--- src/hw/oest_pkg.sv ---
// Package with register map, field layout, reset values and codes of the oscillator control block.
package oest_pkg;
    localparam int ADDR_W = 12;
    localparam int DATA_W = 32;
    localparam int IDX_W = 10;
    // Register indices; the byte address is four times the index.
    localparam logic [IDX_W-1:0] IDX_CTRL3 = 10'h28f;
    localparam logic [IDX_W-1:0] IDX_STATUS = 10'h290;
    localparam logic [IDX_W-1:0] IDX_ENABLE = 10'h291;
    localparam logic [IDX_W-1:0] IDX_TRIM = 10'h292;
    localparam logic [IDX_W-1:0] IDX_FREQ = 10'h293;
    localparam logic [IDX_W-1:0] IDX_TUNECTL = 10'h294;
    // Source bit positions, shared by status and enable registers.
    localparam int BIT_EXT = 7;
    localparam int BIT_FAST = 6;
    localparam int BIT_MID = 5;
    localparam int BIT_SLOW = 4;
    localparam int BIT_SEC = 3;
    localparam int BIT_CONV = 2;
    localparam int BIT_START = 1;
    localparam int BIT_PLL = 0;
    localparam int BIT_POWER = 6;
    localparam int BIT_TUNE_ON = 7;
    localparam int BIT_TUNE_HOLD = 6;
    localparam int TRIM_W = 6;
    localparam int FREQ_W = 3;
    localparam int MHZ_W = 6;
    localparam logic [7:0] ENABLE_MASK = 8'hfd;
    localparam logic [7:0] ENABLE_RESET = 8'h00;
    localparam logic [7:0] STATUS_RESET = 8'h00;
    localparam logic [TRIM_W-1:0] TRIM_RESET = 6'h00;
    localparam logic [TRIM_W-1:0] TRIM_MAX = 6'h1f;
    localparam logic [TRIM_W-1:0] TRIM_MIN = 6'h20;
    localparam logic [FREQ_W-1:0] FREQ_RESET = 3'h0;
    localparam logic POWER_RESET = 1'b1;
    localparam logic [1:0] RESP_OKAY = 2'h0;
    localparam logic [1:0] RESP_SLVERR = 2'h2;
    typedef enum logic [2:0] {
        OEST_F1 = 3'b000,
        OEST_F2 = 3'b001,
        OEST_F4 = 3'b010,
        OEST_F8 = 3'b011,
        OEST_F16 = 3'b100,
        OEST_F32 = 3'b101,
        OEST_RSV6 = 3'b110,
        OEST_RSV7 = 3'b111
    } oest_freq_type;
endpackage

--- src/hw/oest_source_gate.sv ---
// Run request and ready flag logic for a group of clock sources.
`timescale 1ns/1ps
module oest_source_gate #(
    parameter int N = 7
) (
    // Clock and reset.
    input wire logic clk,
    input wire logic rst,
    // Demand for each source.
    input wire logic [N-1:0] force_on,
    input wire logic [N-1:0] periph_req,
    input wire logic [N-1:0] sys_sel,
    // Oscillator feedback.
    input wire logic [N-1:0] osc_ready,
    // Results.
    output logic [N-1:0] run_req,
    output logic [N-1:0] ready_flag
);
    wire logic [N-1:0] next_run_req;
    wire logic [N-1:0] next_ready_flag;

    // A source runs while forced on or requested, and stops once nobody asks for it.
    assign next_run_req = force_on | periph_req | sys_sel;
    // Ready is shown only while the source is requested and reports ready.
    assign next_ready_flag = run_req & osc_ready;

    always_ff @(posedge clk or posedge rst) begin
        if (rst) begin
            run_req <= '0;
            ready_flag <= '0;
        end else begin
            run_req <= next_run_req;
            ready_flag <= next_ready_flag;
        end
    end
endmodule

--- src/hw/oest_axil_slave.sv ---
// AXI4-Lite slave front end that turns bus transfers into single-cycle register strobes.
`timescale 1ns/1ps
module oest_axil_slave
    import oest_pkg::*;
(
    // Clock and reset.
    input wire logic clk,
    input wire logic rst,
    // AXI4-Lite bus.
    input wire logic [ADDR_W-1:0] s_awaddr,
    input wire logic s_awvalid,
    output logic s_awready,
    input wire logic [DATA_W-1:0] s_wdata,
    input wire logic [3:0] s_wstrb,
    input wire logic s_wvalid,
    output logic s_wready,
    output logic [1:0] s_bresp,
    output logic s_bvalid,
    input wire logic s_bready,
    input wire logic [ADDR_W-1:0] s_araddr,
    input wire logic s_arvalid,
    output logic s_arready,
    output logic [DATA_W-1:0] s_rdata,
    output logic [1:0] s_rresp,
    output logic s_rvalid,
    input wire logic s_rready,
    // Register side.
    output logic wr_en,
    output logic [IDX_W-1:0] wr_idx,
    output logic [DATA_W-1:0] wr_data,
    output logic [3:0] wr_strb,
    input wire logic wr_hit,
    output logic rd_en,
    output logic [IDX_W-1:0] rd_idx,
    input wire logic [DATA_W-1:0] rd_data,
    input wire logic rd_hit
);
    wire logic aw_hs;
    wire logic w_hs;
    wire logic b_hs;
    wire logic ar_hs;
    wire logic r_hs;
    logic [IDX_W-1:0] aw_idx;

    assign aw_hs = s_awvalid & s_awready;
    assign w_hs = s_wvalid & s_wready;
    assign b_hs = s_bvalid & s_bready;
    assign ar_hs = s_arvalid & s_arready;
    assign r_hs = s_rvalid & s_rready;
    // Address and data may arrive in either order; the write fires once both are held.
    assign wr_en = ~s_awready & ~s_wready & ~s_bvalid;
    assign wr_idx = aw_idx;
    assign rd_en = ar_hs;
    assign rd_idx = s_araddr[ADDR_W-1:2];

    always_ff @(posedge clk or posedge rst) begin
        if (rst) begin
            s_awready <= 1'b1;
            s_wready <= 1'b1;
            s_bvalid <= 1'b0;
            s_bresp <= RESP_OKAY;
            aw_idx <= '0;
            wr_data <= '0;
            wr_strb <= '0;
        end else begin
            if (aw_hs) begin
                s_awready <= 1'b0;
                aw_idx <= s_awaddr[ADDR_W-1:2];
            end
            if (w_hs) begin
                s_wready <= 1'b0;
                wr_data <= s_wdata;
                wr_strb <= s_wstrb;
            end
            if (wr_en) begin
                s_bvalid <= 1'b1;
                s_bresp <= wr_hit ? RESP_OKAY : RESP_SLVERR;
            end else if (b_hs) begin
                s_bvalid <= 1'b0;
                s_awready <= 1'b1;
                s_wready <= 1'b1;
            end
        end
    end

    always_ff @(posedge clk or posedge rst) begin
        if (rst) begin
            s_arready <= 1'b1;
            s_rvalid <= 1'b0;
            s_rdata <= '0;
            s_rresp <= RESP_OKAY;
        end else if (ar_hs) begin
            s_arready <= 1'b0;
            s_rvalid <= 1'b1;
            s_rdata <= rd_hit ? rd_data : '0;
            s_rresp <= rd_hit ? RESP_OKAY : RESP_SLVERR;
        end else if (r_hs) begin
            s_rvalid <= 1'b0;
            s_arready <= 1'b1;
        end
    end
endmodule

--- src/hw/oest_top.sv ---
// Oscillator enable, ready status and frequency tuning registers with source run control.
//
// Implementation choice: the AXI4-Lite register port.
`timescale 1ns/1ps
module oest_top
    import oest_pkg::*;
(
    // Clock and reset.
    input wire logic clk,
    input wire logic rst,
    // AXI4-Lite register bus.
    input wire logic [ADDR_W-1:0] s_awaddr,
    input wire logic s_awvalid,
    output logic s_awready,
    input wire logic [DATA_W-1:0] s_wdata,
    input wire logic [3:0] s_wstrb,
    input wire logic s_wvalid,
    output logic s_wready,
    output logic [1:0] s_bresp,
    output logic s_bvalid,
    input wire logic s_bready,
    input wire logic [ADDR_W-1:0] s_araddr,
    input wire logic s_arvalid,
    output logic s_arready,
    output logic [DATA_W-1:0] s_rdata,
    output logic [1:0] s_rresp,
    output logic s_rvalid,
    input wire logic s_rready,
    // Demand from peripherals and from the system clock selection, bits 7 to 1 per source.
    input wire logic [7:1] periph_req,
    input wire logic [7:1] sys_clk_sel,
    // Feedback from the oscillator circuits.
    input wire logic [7:1] osc_ready,
    input wire logic pll_locked,
    // External oscillator mode from configuration.
    input wire logic [2:0] ext_osc_mode_config,
    // Automatic tuning engine.
    input wire logic [TRIM_W-1:0] tune_value,
    input wire logic tune_update,
    // Oscillator controls.
    output logic [7:1] osc_run,
    output logic pll_run,
    output logic periph_ext_use_pll,
    output logic [2:0] ext_osc_mode,
    output logic secondary_power_sel,
    output logic [TRIM_W-1:0] freq_trim,
    output logic [FREQ_W-1:0] nominal_freq_sel,
    output logic [MHZ_W-1:0] nominal_freq_mhz,
    output logic auto_tune_on,
    output logic auto_tune_update_hold
);
    // Nominal frequency in MHz for a select code; reserved codes give zero.
    function automatic logic [MHZ_W-1:0] freq_mhz(input logic [FREQ_W-1:0] code);
        logic [MHZ_W-1:0] mhz;
        mhz = '0;
        case (oest_freq_type'(code))
            OEST_F1: mhz = 6'h01;
            OEST_F2: mhz = 6'h02;
            OEST_F4: mhz = 6'h04;
            OEST_F8: mhz = 6'h08;
            OEST_F16: mhz = 6'h10;
            OEST_F32: mhz = 6'h20;
            default: mhz = '0;
        endcase
        return mhz;
    endfunction

    // A code above the largest documented one is reserved.
    function automatic logic freq_code_ok(input logic [FREQ_W-1:0] code);
        return code <= FREQ_W'(OEST_F32);
    endfunction

    wire logic wr_en;
    wire logic [IDX_W-1:0] wr_idx;
    wire logic [DATA_W-1:0] wr_data;
    wire logic [3:0] wr_strb;
    wire logic rd_en;
    wire logic [IDX_W-1:0] rd_idx;
    logic [DATA_W-1:0] rd_data;
    wire logic wr_hit;
    wire logic rd_hit;

    logic [7:0] force_enable;
    logic [7:0] ready_status;
    wire logic [7:1] src_run;
    wire logic [7:1] src_ready;
    logic pll_ready;

    wire logic lane0;
    wire logic wr_ctrl3;
    wire logic wr_enable;
    wire logic wr_trim;
    wire logic wr_freq;
    wire logic wr_tunectl;
    wire logic hw_trim_load;
    wire logic [7:0] next_force_enable;
    wire logic [7:1] source_force;
    wire logic next_pll_run;
    wire logic next_pll_ready;
    wire logic [7:0] next_ready_status;

    oest_axil_slave u_bus (
        .clk(clk),
        .rst(rst),
        .s_awaddr(s_awaddr),
        .s_awvalid(s_awvalid),
        .s_awready(s_awready),
        .s_wdata(s_wdata),
        .s_wstrb(s_wstrb),
        .s_wvalid(s_wvalid),
        .s_wready(s_wready),
        .s_bresp(s_bresp),
        .s_bvalid(s_bvalid),
        .s_bready(s_bready),
        .s_araddr(s_araddr),
        .s_arvalid(s_arvalid),
        .s_arready(s_arready),
        .s_rdata(s_rdata),
        .s_rresp(s_rresp),
        .s_rvalid(s_rvalid),
        .s_rready(s_rready),
        .wr_en(wr_en),
        .wr_idx(wr_idx),
        .wr_data(wr_data),
        .wr_strb(wr_strb),
        .wr_hit(wr_hit),
        .rd_en(rd_en),
        .rd_idx(rd_idx),
        .rd_data(rd_data),
        .rd_hit(rd_hit)
    );

    // Address decode.
    assign wr_hit = (wr_idx >= IDX_CTRL3) && (wr_idx <= IDX_TUNECTL);
    assign rd_hit = (rd_idx >= IDX_CTRL3) && (rd_idx <= IDX_TUNECTL);
    // All fields live in byte lane 0; a write without that lane changes nothing.
    assign lane0 = wr_en & wr_strb[0];
    assign wr_ctrl3 = lane0 && (wr_idx == IDX_CTRL3);
    assign wr_enable = lane0 && (wr_idx == IDX_ENABLE);
    assign wr_trim = lane0 && (wr_idx == IDX_TRIM);
    assign wr_freq = lane0 && (wr_idx == IDX_FREQ) && freq_code_ok(wr_data[FREQ_W-1:0]);
    assign wr_tunectl = lane0 && (wr_idx == IDX_TUNECTL);
    // A status write is accepted on the bus and has no effect.
    assign next_force_enable = wr_data[7:0] & ENABLE_MASK;

    // Hardware tuning updates take the trim while enabled and not held.
    assign hw_trim_load = auto_tune_on & ~auto_tune_update_hold & tune_update;

    // Forced sources, bit 1 has no enable and runs only on demand.
    assign source_force = {force_enable[BIT_EXT],
                           force_enable[BIT_FAST],
                           force_enable[BIT_MID],
                           force_enable[BIT_SLOW],
                           force_enable[BIT_SEC],
                           force_enable[BIT_CONV],
                           1'b0};

    oest_source_gate #(
        .N(7)
    ) u_sources (
        .clk(clk),
        .rst(rst),
        .force_on(source_force),
        .periph_req(periph_req),
        .sys_sel(sys_clk_sel),
        .osc_ready(osc_ready),
        .run_req(src_run),
        .ready_flag(src_ready)
    );

    // The multiplier runs only when enabled and a peripheral asks for the external clock.
    assign next_pll_run = force_enable[BIT_PLL] & periph_req[BIT_EXT];
    // Ready needs the multiplier on, its input source ready and lock reported.
    assign next_pll_ready = pll_run & src_ready[BIT_EXT] & pll_locked;

    assign next_ready_status = {src_ready[BIT_EXT],
                                src_ready[BIT_FAST],
                                src_ready[BIT_MID],
                                src_ready[BIT_SLOW],
                                src_ready[BIT_SEC],
                                src_ready[BIT_CONV],
                                src_ready[BIT_START],
                                pll_ready};

    // Status is loaded from hardware only; bus writes never reach it.
    always_ff @(posedge clk or posedge rst) begin
        if (rst) begin
            ready_status <= STATUS_RESET;
            pll_ready <= 1'b0;
            pll_run <= 1'b0;
        end else begin
            ready_status <= next_ready_status;
            pll_ready <= next_pll_ready;
            pll_run <= next_pll_run;
        end
    end

    always_ff @(posedge clk or posedge rst) begin
        if (rst) begin
            force_enable <= ENABLE_RESET;
        end else if (wr_enable) begin
            force_enable <= next_force_enable;
        end
    end

    // A hardware tuning update wins over a software write in the same cycle.
    always_ff @(posedge clk or posedge rst) begin
        if (rst) begin
            freq_trim <= TRIM_RESET;
        end else if (hw_trim_load) begin
            freq_trim <= tune_value;
        end else if (wr_trim) begin
            freq_trim <= wr_data[TRIM_W-1:0];
        end
    end

    always_ff @(posedge clk or posedge rst) begin
        if (rst) begin
            nominal_freq_sel <= FREQ_RESET;
            nominal_freq_mhz <= freq_mhz(FREQ_RESET);
        end else if (wr_freq) begin
            nominal_freq_sel <= wr_data[FREQ_W-1:0];
            nominal_freq_mhz <= freq_mhz(wr_data[FREQ_W-1:0]);
        end
    end

    always_ff @(posedge clk or posedge rst) begin
        if (rst) begin
            secondary_power_sel <= POWER_RESET;
        end else if (wr_ctrl3) begin
            secondary_power_sel <= wr_data[BIT_POWER];
        end
    end

    always_ff @(posedge clk or posedge rst) begin
        if (rst) begin
            auto_tune_on <= 1'b0;
            auto_tune_update_hold <= 1'b0;
        end else if (wr_tunectl) begin
            auto_tune_on <= wr_data[BIT_TUNE_ON];
            auto_tune_update_hold <= wr_data[BIT_TUNE_HOLD];
        end
    end

    // Oscillator drive. The multiplier choice steers the peripheral external clock path and also gates the multiplier run.
    always_ff @(posedge clk or posedge rst) begin
        if (rst) begin
            osc_run <= '0;
            periph_ext_use_pll <= 1'b0;
            ext_osc_mode <= 3'h0;
        end else begin
            osc_run <= src_run;
            periph_ext_use_pll <= force_enable[BIT_PLL];
            ext_osc_mode <= ext_osc_mode_config;
        end
    end

    // Read mux; unused bits read as zero.
    always_comb begin
        rd_data = '0;
        if (rd_en) begin
            case (rd_idx)
                IDX_CTRL3: rd_data[BIT_POWER] = secondary_power_sel;
                IDX_STATUS: rd_data[7:0] = ready_status;
                IDX_ENABLE: rd_data[7:0] = force_enable;
                IDX_TRIM: rd_data[TRIM_W-1:0] = freq_trim;
                IDX_FREQ: rd_data[FREQ_W-1:0] = nominal_freq_sel;
                IDX_TUNECTL: begin
                    rd_data[BIT_TUNE_ON] = auto_tune_on;
                    rd_data[BIT_TUNE_HOLD] = auto_tune_update_hold;
                end
                default: rd_data = '0;
            endcase
        end
    end
endmodule

--- config.mk ---
export PLATFORM = sky130hd
export DESIGN_NAME = oest_top
export DESIGN_NICKNAME = d
export VERILOG_FILES = /design/src/hw/oest_pkg.sv /design/src/hw/oest_source_gate.sv /design/src/hw/oest_axil_slave.sv /design/src/hw/oest_top.sv
export SDC_FILE = /design/constraint.sdc
export NUM_CORES = 1
export LEC_CHECK = 0
export BUFFER_PORTS_ARGS = -buffer_cell sky130_fd_sc_hd__buf_2
export CAP_MARGIN = 15
export CORE_MARGIN = 2
export CORE_UTILIZATION = 53
export CTS_CLUSTER_DIAMETER = 30
export CTS_CLUSTER_SIZE = 24
export DETAILED_ROUTE_END_ITERATION = 10
export MAX_ROUTING_LAYER = met4
export PLACE_DENSITY = 0.79
export SKIP_CTS_REPAIR_TIMING = 1
export SLEW_MARGIN = 20
export SYNTH_ARGS = -nofsm -noshare
export SYNTH_HDL_FRONTEND = slang
export SYNTH_HIERARCHICAL = 1
export SYNTH_SLANG_ARGS = --single-unit
--- constraint.sdc ---
create_clock -name clk -period 3 [get_ports clk]
set_clock_uncertainty 0.05 [all_clocks]
set_input_delay 0 -clock clk [delete_from_list [all_inputs] [get_ports clk]]
set_output_delay 0 -clock clk [all_outputs]
set_load 0.03 [all_outputs]
==> PnR_summary.wiki <==
{| class="wikitable"
! Metric !! Value
|-
| Run status || complete, but fails checks
|-
| Failing checks || negative hold slack
|-
| Number of fillers in the final layout || 607
|-
| Number of instances in the synthesized netlist || 425
|-
| Fraction of final layout cells with drive strength greater than 1 || 36.0%
|-
| Pin count of the biggest net entering global routing || 47
|-
| Final Critical Period || 2.43 ns
|-
| Clock latency at the later pin of the worst-skew pair || 0.51 ns
|-
| Detail Route met2 WL || 6860 µm
|-
| Count of unresolved DRC violations after routing || 0
|-
| Pre-Repair DR Iteration Count || 4
|-
| Met1 Routed Length || 5300 µm
|-
| Antenna violations before repair || 0
|-
| DRC violation total after the first TritonRoute iteration || 304
|-
| Final RePlAce weighted congestion || 0.910
|-
| TritonCTS Buffers || 17
|-
| Number of slew-limit violations in the final report || 0
|-
| Startpoint kind of the worst setup timing path || input pin
|-
| Power density relative to cell area || 706 nW/µm²
|-
| Number of buffers on the longest clock path || 2
|-
| Arrival time reported for the critical path endpoint || 2.80 ns
|-
| Most frequent cells in the layout || buf_2 (136), dfrtp_1 (113), dlygate4sd3_1 (59)
|-
| Fin cells || 776
|-
| Root buffer cell || clkbuf_8
|-
| Port Buffer Count || 136
|-
| Die ar. || 10,400 µm²
|-
| Hold crit path type || input pin to flop
|-
| Diode count || 0
|-
| Type of destination of the critical path || flop
|-
| Chip Width || 102 µm
|-
| Vias in the first global route || 3,898
|-
| Total track usage || 25.2%
|-
| Hold_ws || -0.0386 ns
|-
| Top fanout value on the critical path || 5
|-
| Post-layout util || 76.0%
|-
| Post-placement worst setup slack || 0.640 ns
|-
| Clock tree from TritonCTS || built
|-
| Top layer in use || met4
|-
| DR vias || 4,053
|-
| Leakage power figure || 3.42 nW
|-
| Synthesized cell area || 5060 µm²
|-
| Synthesis-to-finish area growth || 38.7%
|-
| Final setup violation count || 0
|-
| Clock edge transition at the registers on the reported setup and hold paths || 0.06 ns
|-
| Via-per-instance ratio || 5.22
|-
| Share of the clock period used by the worst path after layout || 81.1%
|-
| Setup repair after global routing missed its margin || false
|-
| Timing-limited maximum frequency || 411 MHz
|-
| Final-report hold violation count || 8
|-
| Total cell area at the placement stage || 5830 µm²
|-
| Total number of H-tree levels || 4
|-
| Number of maximum-capacitance constraint violations || 0
|-
| CP Class || input pin to flop
|-
| Leftover overflow at the end of global routing || 0
|-
| Detailed Place HPWL || 7980 µm
|-
| Yosys warning count || 6
|-
| Die Ht || 102 µm
|-
| Initial standard-cell utilization of the core || 54.8%
|-
| I/O Pins || 170
|-
| Total wire length || 13,100 µm
|-
| Instance count after placement with tap cells included || 685
|-
| Number of rows in the core area || 35
|-
| Setup tns final || 0 ns
|-
| Transition time at the pin with the least slew margin || 0.815 ns
|-
| Post-Synthesis Mean Instance Area || 11.9 µm²
|-
| Setup WS post-layout || 0.566 ns
|-
| Total non-filler cell area in the finished layout || 7020 µm²
|-
| Clock Sinks || 118
|-
| Nets@finish || 733
|-
| Met3 routed wirelength || 564 µm
|-
| CP Data Required Time || 3.37 ns
|-
| Leading cell type in the layout, fill and taps excluded || buf_2
|-
| Number of nets with antenna violations after detailed routing || 0
|-
| Global-route wire length before repair || 19,200 µm
|-
| Slew margin rel. || 45.7%
|-
| Max IR drop VDD || 0.000494 V
|-
| Wire length per cell after detailed routing || 16.8 µm
|-
| Area of the core || 9240 µm²
|}
==> worst paths after layout <==
| kind | cells after the start | from | slack, ns | endpoint |
|---|---|---|---|---|
| setup / recovery | 9 | s_araddr[7] | 0.57 | u_bus/s_rdata[6]$_DFFE_PP0P_ |
| min in group asynchronous | 3 | rst | 0.10 | u_sources/run_req[2]$_DFF_PP0_ |
| hold reg to reg | 0 | u_sources/ready_flag[1]$_DFF_PP0_ | 0.30 | ready_status[2]$_DFF_PP0_ |
| max in group asynchronous | 4 | rst | 1.91 | u_bus/s_awready$_DFF_PP1_ |
| setup reg to reg | 6 | u_bus/s_wready$_DFF_PP1_ | 0.62 | nominal_freq_sel[0]$_DFFE_PP0P_ |
| hold / removal | 5 | s_araddr[5] | -0.04 | u_bus/s_rdata[7]$_DFFE_PP0P_ |
==> critical path: stages <==
cell and delay [ns]:
dlygate4sd3_1 0.54, buf_2 0.15, or3b_2 0.49, nor3_1 0.26, a22oi_1 0.10, a2111oi_0 0.46, dlygate4sd3_1 0.62, nand4_1 0.08
o21ai_0 0.11
==> power by group <==
part	leakage [nW]	internal [mW]	switching (mW)	total, mW
clock network	0.292	1.29	0.784	2.07
logic	1.80	0.403	0.390	0.793
registers	1.33	1.81	0.287	2.09
==> sequential cells by signal, summed over array words and instances (netlist names), 6 cells and up <==
register and flops:
u_sources/run_req 7, freq_trim 6, osc_run 7, nominal_freq_mhz 6
u_bus/s_rdata 32, force_enable 7, u_bus/wr_data 8, u_sources/ready_flag 7
ready_status 8, u_bus/wr_idx 10
==> cell type report <==
type	count	area, µm²	area share (%)
Sequential cell	118	2960	42.1
Multi-Input combinational cell	253	1820	25.9
Timing Repair Buffer	200	1310	18.6
Clock buffer	17	414	5.90
Clock inverter	15	191	2.73
Inverter	44	166	2.37
Tap cell	129	161	2.30
==> per-layer routing <==
metal / GRT usage [%] / up-vias
met3: 5.38 / 30
met4: 9.15 / 0
met1: 31.1 / 2006
met5: - / -
met2: 41.0 / 137
li1: - / 1880
==> per-stage QoR <==
step / total power, mW / hold WS (ns)
floorplan: 2.61 / -0.161
global placement: 2.77 / 0.0546
detailed placement: 2.83 / 0.0593
CTS: 4.90 / -0.473
global route: 5.16 / -0.000832
finish: 4.96 / -0.0386
Note: power is estimated with default switching activity, not from simulation.
